===== config.mk =====
export PLATFORM = sky130hd
export DESIGN_NAME = idle_timeout_timers
export DESIGN_NICKNAME = d
export VERILOG_FILES = /design/src/core/idle_timer_pkg.sv /design/src/core/idle_if.sv /design/src/core/idle_timer.sv /design/src/core/idle_timeout_timers.sv
export SDC_FILE = /design/constraint.sdc
export NUM_CORES = 1
export LEC_CHECK = 0
export ABC_CLOCK_PERIOD_IN_PS = 4900
export BUFFER_PORTS_ARGS = -buffer_cell sky130_fd_sc_hd__buf_4
export CAP_MARGIN = 20
export CORE_ASPECT_RATIO = 0.5
export CORE_MARGIN = 10
export CORE_UTILIZATION = 25
export CTS_BUF_LIST = sky130_fd_sc_hd__clkbuf_4
export CTS_CLUSTER_DIAMETER = 200
export DETAILED_ROUTE_END_ITERATION = 16
export SYNTH_ARGS = -nofsm -noshare
export SYNTH_HDL_FRONTEND = slang
export SYNTH_SLANG_ARGS = --single-unit

===== constraint.sdc =====
create_clock -name clk -period 4.9 [get_ports clk]
set_input_delay 1.47 -clock clk [delete_from_list [all_inputs] [get_ports clk]]
set_output_delay 1.47 -clock clk [all_outputs]
set_load 0.005 [all_outputs]

===== src/core/idle_timer_pkg.sv =====
// package: constants, register map and period decode for the idle timers
package idle_timer_pkg;
  // ==========================================
  // timing
  localparam int unsigned CLK_PERIOD_NS   = 10;
  localparam int unsigned EIGHTH_SEC_NS   = 125_000_000;
  localparam int unsigned EIGHTH_CYCLES   = EIGHTH_SEC_NS / CLK_PERIOD_NS;
  localparam int unsigned EIGHTHS_PER_SEC = 8;
  localparam int unsigned SEC_PER_MIN     = 60;
  localparam int unsigned EIGHTHS_PER_MIN = EIGHTHS_PER_SEC * SEC_PER_MIN;
  localparam int unsigned CNT_W           = 13;
  // ==========================================
  // register indices, byte address is four times the index
  localparam logic [9:0] IDX_DISP_KBD   = 10'h056;
  localparam logic [9:0] IDX_STBY_SUSP  = 10'h057;
  localparam logic [9:0] IDX_GLB_CTRL1  = 10'h05a;
  localparam logic [9:0] IDX_IRQ_STATUS = 10'h060;
  localparam logic [9:0] IDX_IRQ_MASK   = 10'h061;
  localparam logic [7:0] RST_TIMEOUTS   = 8'h00;
  localparam logic [7:0] RST_CTRL       = 8'h00;
  localparam logic [3:0] RST_IRQ        = 4'h0;
  localparam int unsigned TRIG_DIS_BIT  = 6;
  // ==========================================
  // timer slots
  localparam int unsigned T_VRAM    = 0;
  localparam int unsigned T_KBD     = 1;
  localparam int unsigned T_SUSPEND = 2;
  localparam int unsigned T_STANDBY = 3;
  localparam int unsigned N_TIMERS  = 4;
  localparam logic [1:0] RESP_OKAY   = 2'h0;
  localparam logic [1:0] RESP_SLVERR = 2'h2;

  typedef logic [CNT_W-1:0] period_t;

  // ==========================================
  // timeout code to period in eighths of a second
  function automatic period_t period_eighths(logic [3:0] code, logic vram_scale, period_t per_min);
    period_t c;
    c = {{(CNT_W-4){1'b0}}, code};
    if (vram_scale) begin
      if (code <= 4'h8) return c;
      return period_t'((c - period_t'(8)) * period_t'(64));
    end
    return period_t'(c * per_min);
  endfunction : period_eighths
endpackage : idle_timer_pkg


===== src/core/idle_if.sv =====
// interface: one idle timer's tick, restart, timeout code and expiry
`timescale 1ns/1ps
`default_nettype none
interface idle_if;
  logic       tick;
  logic       restart;
  logic [3:0] code;
  logic       expire;
  modport timer (input tick, input restart, input code, output expire);
  modport ctrl  (output tick, output restart, output code, input expire);
endinterface : idle_if
`default_nettype wire


===== src/core/idle_timer.sv =====
// one programmable idle timer counting eighth-second ticks
`timescale 1ns/1ps
`default_nettype none
module idle_timer #(
  parameter logic                      VRAM_SCALE = 1'b0,
  parameter idle_timer_pkg::period_t   PER_MIN    = idle_timer_pkg::period_t'(idle_timer_pkg::EIGHTHS_PER_MIN)
) (
  // clock and reset
  input  wire logic clk,
  input  wire logic resetn,
  // timer link
  idle_if.timer     port
);
  import idle_timer_pkg::*;

  period_t cnt_r;
  period_t target;
  logic    fired_r;
  logic    expire_r;

  assign target      = period_eighths(port.code, VRAM_SCALE, PER_MIN);
  assign port.expire = expire_r;

  // ==========================================
  // count, restart, expire once
  always_ff @(posedge clk or negedge resetn) begin
    if (!resetn) begin
      cnt_r    <= '0;
      fired_r  <= 1'b0;
      expire_r <= 1'b0;
    end else begin
      expire_r <= 1'b0;
      if (port.code == 4'h0 || port.restart) begin
        cnt_r   <= '0;
        fired_r <= 1'b0;
      end else if (port.tick && !fired_r) begin
        if (period_t'(cnt_r + period_t'(1)) >= target) begin
          expire_r <= 1'b1;
          fired_r  <= 1'b1;
          cnt_r    <= '0;
        end else begin
          cnt_r <= period_t'(cnt_r + period_t'(1));
        end
      end
    end
  end
endmodule : idle_timer
`default_nettype wire


===== src/core/idle_timeout_timers.sv =====
// top: four idle timers behind an axi4-lite register slave
// ==========================================
//
// Added by the designer: the AXI4-Lite interface to the registers.
`timescale 1ns/1ps
`default_nettype none
module idle_timeout_timers #(
  parameter int unsigned ADDR_W        = 12,
  parameter int unsigned EIGHTH_CYCLES = idle_timer_pkg::EIGHTH_CYCLES,
  parameter int unsigned PER_MIN       = idle_timer_pkg::EIGHTHS_PER_MIN
) (
  // clock and reset
  input  wire logic              clk,
  input  wire logic              resetn,
  // activity pins
  input  wire logic              vram_activity,
  input  wire logic              kbd_activity,
  input  wire logic              system_activity,
  // expiry to power management
  output logic [3:0]             idle_expire,
  output logic                   irq,
  // axi4-lite write
  input  wire logic [ADDR_W-1:0] s_axi_awaddr,
  input  wire logic              s_axi_awvalid,
  output logic                   s_axi_awready,
  input  wire logic [31:0]       s_axi_wdata,
  input  wire logic [3:0]        s_axi_wstrb,
  input  wire logic              s_axi_wvalid,
  output logic                   s_axi_wready,
  output logic [1:0]             s_axi_bresp,
  output logic                   s_axi_bvalid,
  input  wire logic              s_axi_bready,
  // axi4-lite read
  input  wire logic [ADDR_W-1:0] s_axi_araddr,
  input  wire logic              s_axi_arvalid,
  output logic                   s_axi_arready,
  output logic [31:0]            s_axi_rdata,
  output logic [1:0]             s_axi_rresp,
  output logic                   s_axi_rvalid,
  input  wire logic              s_axi_rready
);
  import idle_timer_pkg::*;

  logic [7:0]        disp_kbd_r;
  logic [7:0]        stby_susp_r;
  logic [7:0]        ctrl_r;
  logic [3:0]        status_r;
  logic [3:0]        mask_r;
  logic [3:0]        expire_nxt;
  logic [3:0]        expire_r;
  logic [2:0]        act_s1_r;
  logic [2:0]        act_s2_r;
  logic [31:0]       pre_r;
  logic              tick_r;
  logic              aw_held_r;
  logic              w_held_r;
  logic [ADDR_W-1:0] awaddr_r;
  logic [31:0]       wdata_r;
  logic [3:0]        wstrb_r;
  logic              do_write;
  logic [9:0]        widx;
  logic [9:0]        ridx;
  logic [7:0]        rval;
  logic              rhit;
  logic              whit;

  // ==========================================
  // activity synchronisers
  always_ff @(posedge clk or negedge resetn) begin
    if (!resetn) begin
      act_s1_r <= 3'h0;
      act_s2_r <= 3'h0;
    end else begin
      act_s1_r <= {system_activity, kbd_activity, vram_activity};
      act_s2_r <= act_s1_r;
    end
  end

  // ==========================================
  // eighth-second prescaler
  always_ff @(posedge clk or negedge resetn) begin
    if (!resetn) begin
      pre_r  <= 32'h0000_0000;
      tick_r <= 1'b0;
    end else if (pre_r >= EIGHTH_CYCLES - 1) begin
      pre_r  <= 32'h0000_0000;
      tick_r <= 1'b1;
    end else begin
      pre_r  <= pre_r + 32'h0000_0001;
      tick_r <= 1'b0;
    end
  end

  // ==========================================
  // timers
  idle_if t_if [N_TIMERS] ();

  assign t_if[T_VRAM].code    = disp_kbd_r[7:4];
  assign t_if[T_KBD].code     = disp_kbd_r[3:0];
  assign t_if[T_SUSPEND].code = stby_susp_r[7:4];
  assign t_if[T_STANDBY].code = stby_susp_r[3:0];
  assign t_if[T_VRAM].restart    = act_s2_r[0];
  assign t_if[T_KBD].restart     = act_s2_r[1];
  assign t_if[T_SUSPEND].restart = act_s2_r[2];
  assign t_if[T_STANDBY].restart = act_s2_r[2];

  for (genvar i = 0; i < N_TIMERS; i++) begin : g_tmr
    assign t_if[i].tick = tick_r;
    idle_timer #(
      .VRAM_SCALE (i == T_VRAM),
      .PER_MIN    (period_t'(PER_MIN))
    ) u_tmr (
      .clk    (clk),
      .resetn (resetn),
      .port   (t_if[i])
    );
    if (i == T_STANDBY) begin : g_gate
      assign expire_nxt[i] = t_if[i].expire & ~ctrl_r[TRIG_DIS_BIT];
    end else begin : g_pass
      assign expire_nxt[i] = t_if[i].expire;
    end
  end

  always_ff @(posedge clk or negedge resetn) begin
    if (!resetn) begin
      expire_r <= 4'h0;
    end else begin
      expire_r <= expire_nxt;
    end
  end
  assign idle_expire = expire_r;

  // ==========================================
  // write channel
  assign s_axi_awready = !aw_held_r && !s_axi_bvalid;
  assign s_axi_wready  = !w_held_r && !s_axi_bvalid;
  assign do_write      = aw_held_r && w_held_r && !s_axi_bvalid;
  assign widx          = awaddr_r[11:2];
  assign whit          = (awaddr_r[1:0] == 2'h0) && (widx == IDX_DISP_KBD || widx == IDX_STBY_SUSP ||
                         widx == IDX_GLB_CTRL1 || widx == IDX_IRQ_STATUS || widx == IDX_IRQ_MASK);

  always_ff @(posedge clk or negedge resetn) begin
    if (!resetn) begin
      aw_held_r    <= 1'b0;
      w_held_r     <= 1'b0;
      awaddr_r     <= '0;
      wdata_r      <= 32'h0000_0000;
      wstrb_r      <= 4'h0;
      s_axi_bvalid <= 1'b0;
      s_axi_bresp  <= RESP_OKAY;
    end else begin
      if (s_axi_awvalid && s_axi_awready) begin
        aw_held_r <= 1'b1;
        awaddr_r  <= s_axi_awaddr;
      end
      if (s_axi_wvalid && s_axi_wready) begin
        w_held_r <= 1'b1;
        wdata_r  <= s_axi_wdata;
        wstrb_r  <= s_axi_wstrb;
      end
      if (do_write) begin
        aw_held_r    <= 1'b0;
        w_held_r     <= 1'b0;
        s_axi_bvalid <= 1'b1;
        s_axi_bresp  <= whit ? RESP_OKAY : RESP_SLVERR;
      end else if (s_axi_bvalid && s_axi_bready) begin
        s_axi_bvalid <= 1'b0;
      end
    end
  end

  // ==========================================
  // registers
  always_ff @(posedge clk or negedge resetn) begin
    if (!resetn) begin
      disp_kbd_r  <= RST_TIMEOUTS;
      stby_susp_r <= RST_TIMEOUTS;
      ctrl_r      <= RST_CTRL;
      mask_r      <= RST_IRQ;
    end else if (do_write && whit && wstrb_r[0]) begin
      unique case (widx)
        IDX_DISP_KBD:  disp_kbd_r  <= wdata_r[7:0];
        IDX_STBY_SUSP: stby_susp_r <= wdata_r[7:0];
        IDX_GLB_CTRL1: ctrl_r      <= wdata_r[7:0] & 8'hfd;
        IDX_IRQ_MASK:  mask_r      <= wdata_r[3:0];
        default:       ;
      endcase
    end
  end

  // sticky status, set wins over write-one-to-clear
  always_ff @(posedge clk or negedge resetn) begin
    if (!resetn) begin
      status_r <= RST_IRQ;
    end else if (do_write && widx == IDX_IRQ_STATUS && whit && wstrb_r[0]) begin
      status_r <= (status_r & ~wdata_r[3:0]) | expire_r;
    end else begin
      status_r <= status_r | expire_r;
    end
  end
  assign irq = |(status_r & mask_r);

  // ==========================================
  // read channel
  assign s_axi_arready = !s_axi_rvalid;
  assign ridx          = s_axi_araddr[11:2];

  always_comb begin
    rhit = s_axi_araddr[1:0] == 2'h0;
    rval = 8'h00;
    unique case (ridx)
      IDX_DISP_KBD:   rval = disp_kbd_r;
      IDX_STBY_SUSP:  rval = stby_susp_r;
      IDX_GLB_CTRL1:  rval = ctrl_r;
      IDX_IRQ_STATUS: rval = {4'h0, status_r};
      IDX_IRQ_MASK:   rval = {4'h0, mask_r};
      default:        rhit = 1'b0;
    endcase
  end

  always_ff @(posedge clk or negedge resetn) begin
    if (!resetn) begin
      s_axi_rvalid <= 1'b0;
      s_axi_rdata  <= 32'h0000_0000;
      s_axi_rresp  <= RESP_OKAY;
    end else if (s_axi_arvalid && s_axi_arready) begin
      s_axi_rvalid <= 1'b1;
      s_axi_rdata  <= rhit ? {24'h00_0000, rval} : 32'h0000_0000;
      s_axi_rresp  <= rhit ? RESP_OKAY : RESP_SLVERR;
    end else if (s_axi_rvalid && s_axi_rready) begin
      s_axi_rvalid <= 1'b0;
    end
  end
endmodule : idle_timeout_timers
`default_nettype wire


; ---- Word level (Yosys, flattened, before mapping)
; Cells that the tools add are included.
[word_totals]
ff_bits = 195
latch_bits = 0
mem_bits_rw = 0
mem_bits_ro = 0
in_bits = 70
out_inout_bits = 46
wordCells = 182
mem_count = 0
[classes]
n_addsub = 6
multipliers = 3
n_div = 0
n_lt_le_gt_ge = 6
eq_ne = 10
n_shift = 0
n_mux = 55
bitwise = 7
reduce_logical = 63
[op_table]
columns = op, count
row1 = $mux 13, 14
row2 = $eq 10x7->1 const B, 10
row3 = $add 13x1->13 const B, 4
row4 = $ge 13x13->1, 4
row5 = $pmux 8 s5, 1
row6 = $mux 1, 35
row7 = $add 32x1->32 const B, 1
row8 = $ge 32x24->1 const B, 1
row9 = $mux 32, 1
row10 = $mul 4x4->8 const B, 3
row11 = $reduce_bool 2->1, 12
row12 = $logic_and 1x1->1, 19
row13 = $logic_not 4->1, 4
row14 = $reduce_and 2->1, 8
row15 = $and 4x4->4, 2
row16 = $logic_not 1->1, 8
row17 = $logic_or 1x1->1, 8
row18 = $mux 8, 1
row19 = $or 4x4->4, 2
row20 = $reduce_or 5->1, 1
row21 = $sub 4x4->5 const B, 1
row22 = $le 4x4->1 const B, 1
row23 = $logic_not 2->1, 2
row24 = $mux 2, 2
row25 = 5 further kinds, 5

; ---- Longest topological paths before layout
[logic_depth]
ltp_word = 9
depth_mapped = 17
ltp_nobuf = 16

; ---- Modules after synthesis
; Synthesis repeated with hierarchy kept, for this count alone.
[hier_totals]
hier_cells = 1010
hier_area_um2 = 10523.8
[modules_own_cells]
columns = module, instances, cells_each, area_per_inst_um2, seq_area_each_um2
row1 = idle_timeout_timers, 1, 410, 4888.4, 2727.6
row2 = idle_timer (g_tmr[2].u_tmr ...), 2, 155, 1498.9, 375.4
row3 = idle_timer (g_tmr[1].u_tmr), 1, 154, 1472.7, 375.4
row4 = idle_timer (g_tmr[0].u_tmr), 1, 136, 1164.9, 375.4

; ---- Least setup slack after synthesis
; Ideal clock, no wire load.
[synth_path]
path_type = register -> register
start = reg stby_susp_r[0]
end = reg g_tmr[3].u_tmr.cnt_r[8]
setup_ps = 79
arrival_ps = 3986
required_time_ps = 4821
slack_ps = 835
stages_incl_launch_ff = 17
path_buffers = 1
period_less_slack_ps = 4065
cell_sequence = dfrtp_1 -> fa_1 -> fa_1 -> ha_1 -> a21o_1 -> a21oi_1 -> o21bai_1 -> a21oi_1 -> xor2_1 -> ha_1 -> nand3_1 -> o22ai_1 -> or3_1 -> a21oi_1 -> clkbuf_1 -> nand2_1 -> mux2i_1
[synth_between]
elab_chain_len = 5
word_cells_on_any_way = 8
classes_between = mul: 1 / order compare: 1 / mux: 3 / reduce/logical: 3
[synth_rtl]
columns = element, line_no
row1 = start: declaration, idle_timeout_timers.sv:45  ; logic [7:0] stby_susp_r;
row2 = start signal: assignment, idle_timeout_timers.sv:183  ; IDX_STBY_SUSP: stby_susp_r <= wdata_r[7:0];
row3 = $mul 4x4->8, idle_timer_pkg.sv:44  ; return period_t'(c * per_min);
row4 = $ge 13x13->1, idle_timer.sv:37  ; if (period_t'(cnt_r + period_t'(1)) >= target) begin
row5 = $mux 13, idle_timer.sv:37
row6 = $mux 13, idle_timer.sv:36  ; end else if (port.tick && !fired_r) begin
row7 = $mux 13, idle_timer.sv:33  ; if (port.code == 4'h0 || port.restart) begin
row8 = end signal: assignment, idle_timer.sv:42  ; cnt_r <= period_t'(cnt_r + period_t'(1));
row9 = end: declaration, idle_timer.sv:16  ; period_t cnt_r;
; Parallel ways exist; a longest one is shown, timed or not. The select of a mux whose other input is x is not followed.
; A chain may end at the register's enable or synchronous reset.

; ---- Worst setup path in the final report
[layout_path]
start = reg stby_susp_r[0]
end = reg g_tmr[3].u_tmr.cnt_r[6]
; The elaborated chain is that of the path after synthesis.

==> impl_metrics.toml <==
[yosys]
synth_ff_type = "dfrtp_1"
async_reset_ff_frac = 1.00
ys_ff_latch = 169
netlist_area_um2 = 10100
synth_edf_count = 0
ys_types = 65
yosys_warnings = 0
syn-instance-count = 1024
syn_area_per_cell_um2 = 9.88
ys_seq_area_frac = 0.418

[detailed_routing]
routed_wl_mm = 22.5
drt_iter0_markers = 466
drt_first_pass_iters = 6
post-route-drc-count = 0
via_per_inst = 4.49
via_count = 7366
wl_per_cell_um = 13.7
detail-route-antenna-nets = 0

[timing]
hold_viol_final = 0
finalSetupViolations = 0
worstMarginPinSlew_ns = 1.06
finalCriticalPeriod_ns = 4.17
setup_tns_ns = 0
timing.fmax_ghz = 0.240
max-slew-margin-rel = 0.288
finClkSkew_ns = 0.0300
rsz0062_at_grt = "no"
finalCritPeriodShare = 0.850
final_max_slew_viol_count = 0

[clock_tree]
post_cts_buffers = 0
clock_latency_ns = 0.62
cts_resized = 0
clockBufferDepth = 2
clock-root-buffer = "clkbuf_4"
cts_made_buffers = 17
h-tree-depth = 4
cts_sinks = 169
ctsHoldBuffers = 0
cts.clk_slew.worst_paths_ns = 0.14
cts_tree = "built"

[global_routing]
grt_pass1_vias = 7312
grt_antenna_before_repair = 2
gr-total-overflow = 0
grt_pass1_wl_mm = 37.6
grt_use_total = 0.0919
grt_max_degree = 71

[finish]
drive_above_1_share = 0.145
utilization = 0.289
final_area_um2 = 11400
final_cells = 1640
num-nets-final = 1259
syn_to_final_growth_pct = 12.7

[floorplanning]
start_util = 0.257
ios = 116
fp.dieH_um = 162
core_um2 = 39400
dieArea_um2 = 49400
rows = 51
die_w_um = 305

[critical_path]
cp.arrival_ns = 4.71
cp.required_ns = 5.44
end_kind = "flop"
path_class = "reg -> reg"
start_kind = "flop"
worstPathMaxFanout = 15

[placement]
post-dp-hpwl_mm = 16.6
dp.cells = 1605
place.port_buffers = 62
placed_cell_area_um2 = 11100
gp_congestion = 0.776

[power_and_ir_drop]
ir_drop_v = 0.000127
p_per_area_nw_per_um2 = 248
finalPower_mw = 2.83
power_leakage_nw = 5.30

[status]
status = "completed"

[flow_run]
cap_violations = 0

[hold_path]
hp-class = "reg -> reg"
==> power by group <==
| group | leakage (nW) | internal, mW | switching, mW |
|---|---|---|---|
| registers | 2.26 | 1.52 | 0.136 |
| clock network | 0.143 | 0.302 | 0.520 |
| logic | 2.89 | 0.186 | 0.173 |
| total | 5.30 | 2.00 | 0.828 |
==> per-layer routing <==
metal,vias up,wire [µm],part of all wire,global-route usage
li1,3692,-,-,-
met1,3562,10400,0.46,0.112
met2,89,11300,0.50,0.161
met3,23,547,0.024,0.0183
met4,0,328,0.015,0.0284
met5,-,0,0,0
==> synth_stat cells (all sizes together), types with 3 or more instances <==
cell type / instances / area share
dfrtp: 169 / 0.42
nand2: 103 / 0.038
ha: 79 / 0.098
nor2: 72 / 0.027
inv: 56 / 0.021
a21oi: 52 / 0.026
nand3: 50 / 0.025
mux2: 46 / 0.051
o21ai: 38 / 0.019
buf: 36 / 0.026
xor2: 33 / 0.029
xnor2: 28 / 0.024
nor3: 27 / 0.013
a21o: 19 / 0.014
clkbuf: 19 / 0.0070
and3: 15 / 0.0093
fa: 15 / 0.030
a31oi: 13 / 0.0080
a22o: 11 / 0.0095
nand2b: 11 / 0.0068
nand4: 11 / 0.0068
nor2b: 11 / 0.0068
nor4: 11 / 0.0068
a221o: 10 / 0.0099
or2: 9 / 0.0056
mux2i: 8 / 0.0079
and2: 6 / 0.0037
a211oi: 5 / 0.0037
a22oi: 4 / 0.0030
and4: 4 / 0.0035
nand3b: 4 / 0.0030
nand4b: 4 / 0.0035
nor4b: 4 / 0.0035
o211ai: 4 / 0.0030
o21a: 3 / 0.0023
o21bai: 3 / 0.0022
or3: 3 / 0.0019
==> critical path, cell delays in order, from the launching register on <==
cell      delay, ns
dfrtp_1        0.51
fa_1           0.61
fa_1           0.44
ha_1           0.29
a21o_1         0.18
a21oi_1        0.22
o21bai_1       0.09
a21oi_1        0.17
xor2_1         0.17
ha_1           0.26
nand3_1        0.10
o22ai_1        0.10
or3_1          0.35
a21oi_1        0.13
buf_4          0.22
a21oi_1        0.08
o21ai_0        0.17
==> sequential cells by signal, indices dropped and copies added, names as in the netlist, 3 cells and up <==
| register | count |
|---|---|
| g_tmr.u_tmr.cnt_r | 52 |
| pre_r | 32 |
| awaddr_r | 12 |
| disp_kbd_r | 8 |
| s_axi_rdata | 8 |
| stby_susp_r | 8 |
| wdata_r | 8 |
| ctrl_r | 7 |
| g_tmr.u_tmr.fired_r | 4 |
| g_tmr.u_tmr.port.expire | 4 |
| idle_expire | 4 |
| mask_r | 4 |
| status_r | 4 |
| act_s1_r | 3 |
| act_s2_r | 3 |
==> kinds of logic (layout without fill, tap and decap cells) <==
group / Yosys count / in the layout / synth area share
compound gates: 184 / 184 / 0.120
xor+xnor: 61 / 61 / 0.0528
fa+ha+maj: 94 / 94 / 0.127
buf+inv: 111 / 158 / 0.0541
flops: 169 / 169 / 0.418
mux: 54 / 54 / 0.0591
other cells: 2 / 41 / 0.000742
simple gates: 349 / 349 / 0.168
==> cell type report <==
cell class	instances	area [µm²]
clock inverter	13	129
fill	4190	28000
multi-input combinational	780	5480
clock buffer	18	135
inverter	56	210
tap	530	663
antenna	3	7.51
timing repair buffer	71	549
sequential	169	4230
==> per-stage QoR <==
| step | hold WS, ns | worst slack (ns) |
|---|---|---|
| after floorplan | 0.331 | 0.835 |
| final | 0.368 | 0.735 |
| after detailed placement | 0.338 | 0.752 |
| after CTS | 0.372 | 0.722 |
| after global routing | 0.378 | 0.405 |
| after global placement | 0.334 | 0.809 |
==> placed cells by master, fill, tap and decap left out, types with 11 or more instances in the layout <==
cell type | synthesis | layout
ha_1 | 79 | 79
xor2_1 | 33 | 33
nand3_1 | 50 | 50
a21o_1 | 19 | 19
buf_4 | 29 | 69
nand4_1 | 11 | 11
o21ai_0 | 38 | 38
xnor2_1 | 28 | 28
nor2_1 | 71 | 71
inv_1 | 56 | 56
fa_1 | 15 | 15
conb_1 | 2 | 38
nor3_1 | 27 | 27
nor4_1 | 11 | 11
dfrtp_1 | 169 | 169
nor2b_1 | 11 | 11
mux2_2 | 46 | 46
clkbuf_4 | 0 | 18
a22o_1 | 11 | 11
a31oi_1 | 13 | 13
a21oi_1 | 52 | 52
nand2b_1 | 11 | 11
nand2_1 | 103 | 103
and3_1 | 15 | 15
==> path summary, 6_finish.rpt <==
kind / end / cells after the start / slack [ns] / start
min reg2reg: idle_expire[0]$_DFF_PN0_ / 0 / 0.37 / g_tmr[0].u_tmr.port.expire$_DFF_PN0_
max reg2reg: g_tmr[3].u_tmr.cnt_r[6]$_DFFE_PN0P_ / 16 / 0.73 / stby_susp_r[0]$_DFFE_PN0P_
max in group asynchronous: g_tmr[3].u_tmr.cnt_r[11]$_DFFE_PN0P_ / 2 / 3.15 / resetn
min: idle_expire[0]$_DFF_PN0_ / 0 / 0.37 / g_tmr[0].u_tmr.port.expire$_DFF_PN0_
min in group asynchronous: pre_r[11]$_DFF_PN0_ / 1 / 0.82 / resetn
max: g_tmr[3].u_tmr.cnt_r[6]$_DFFE_PN0P_ / 16 / 0.73 / stby_susp_r[0]$_DFFE_PN0P_
Power figures use the tool's default switching activity.
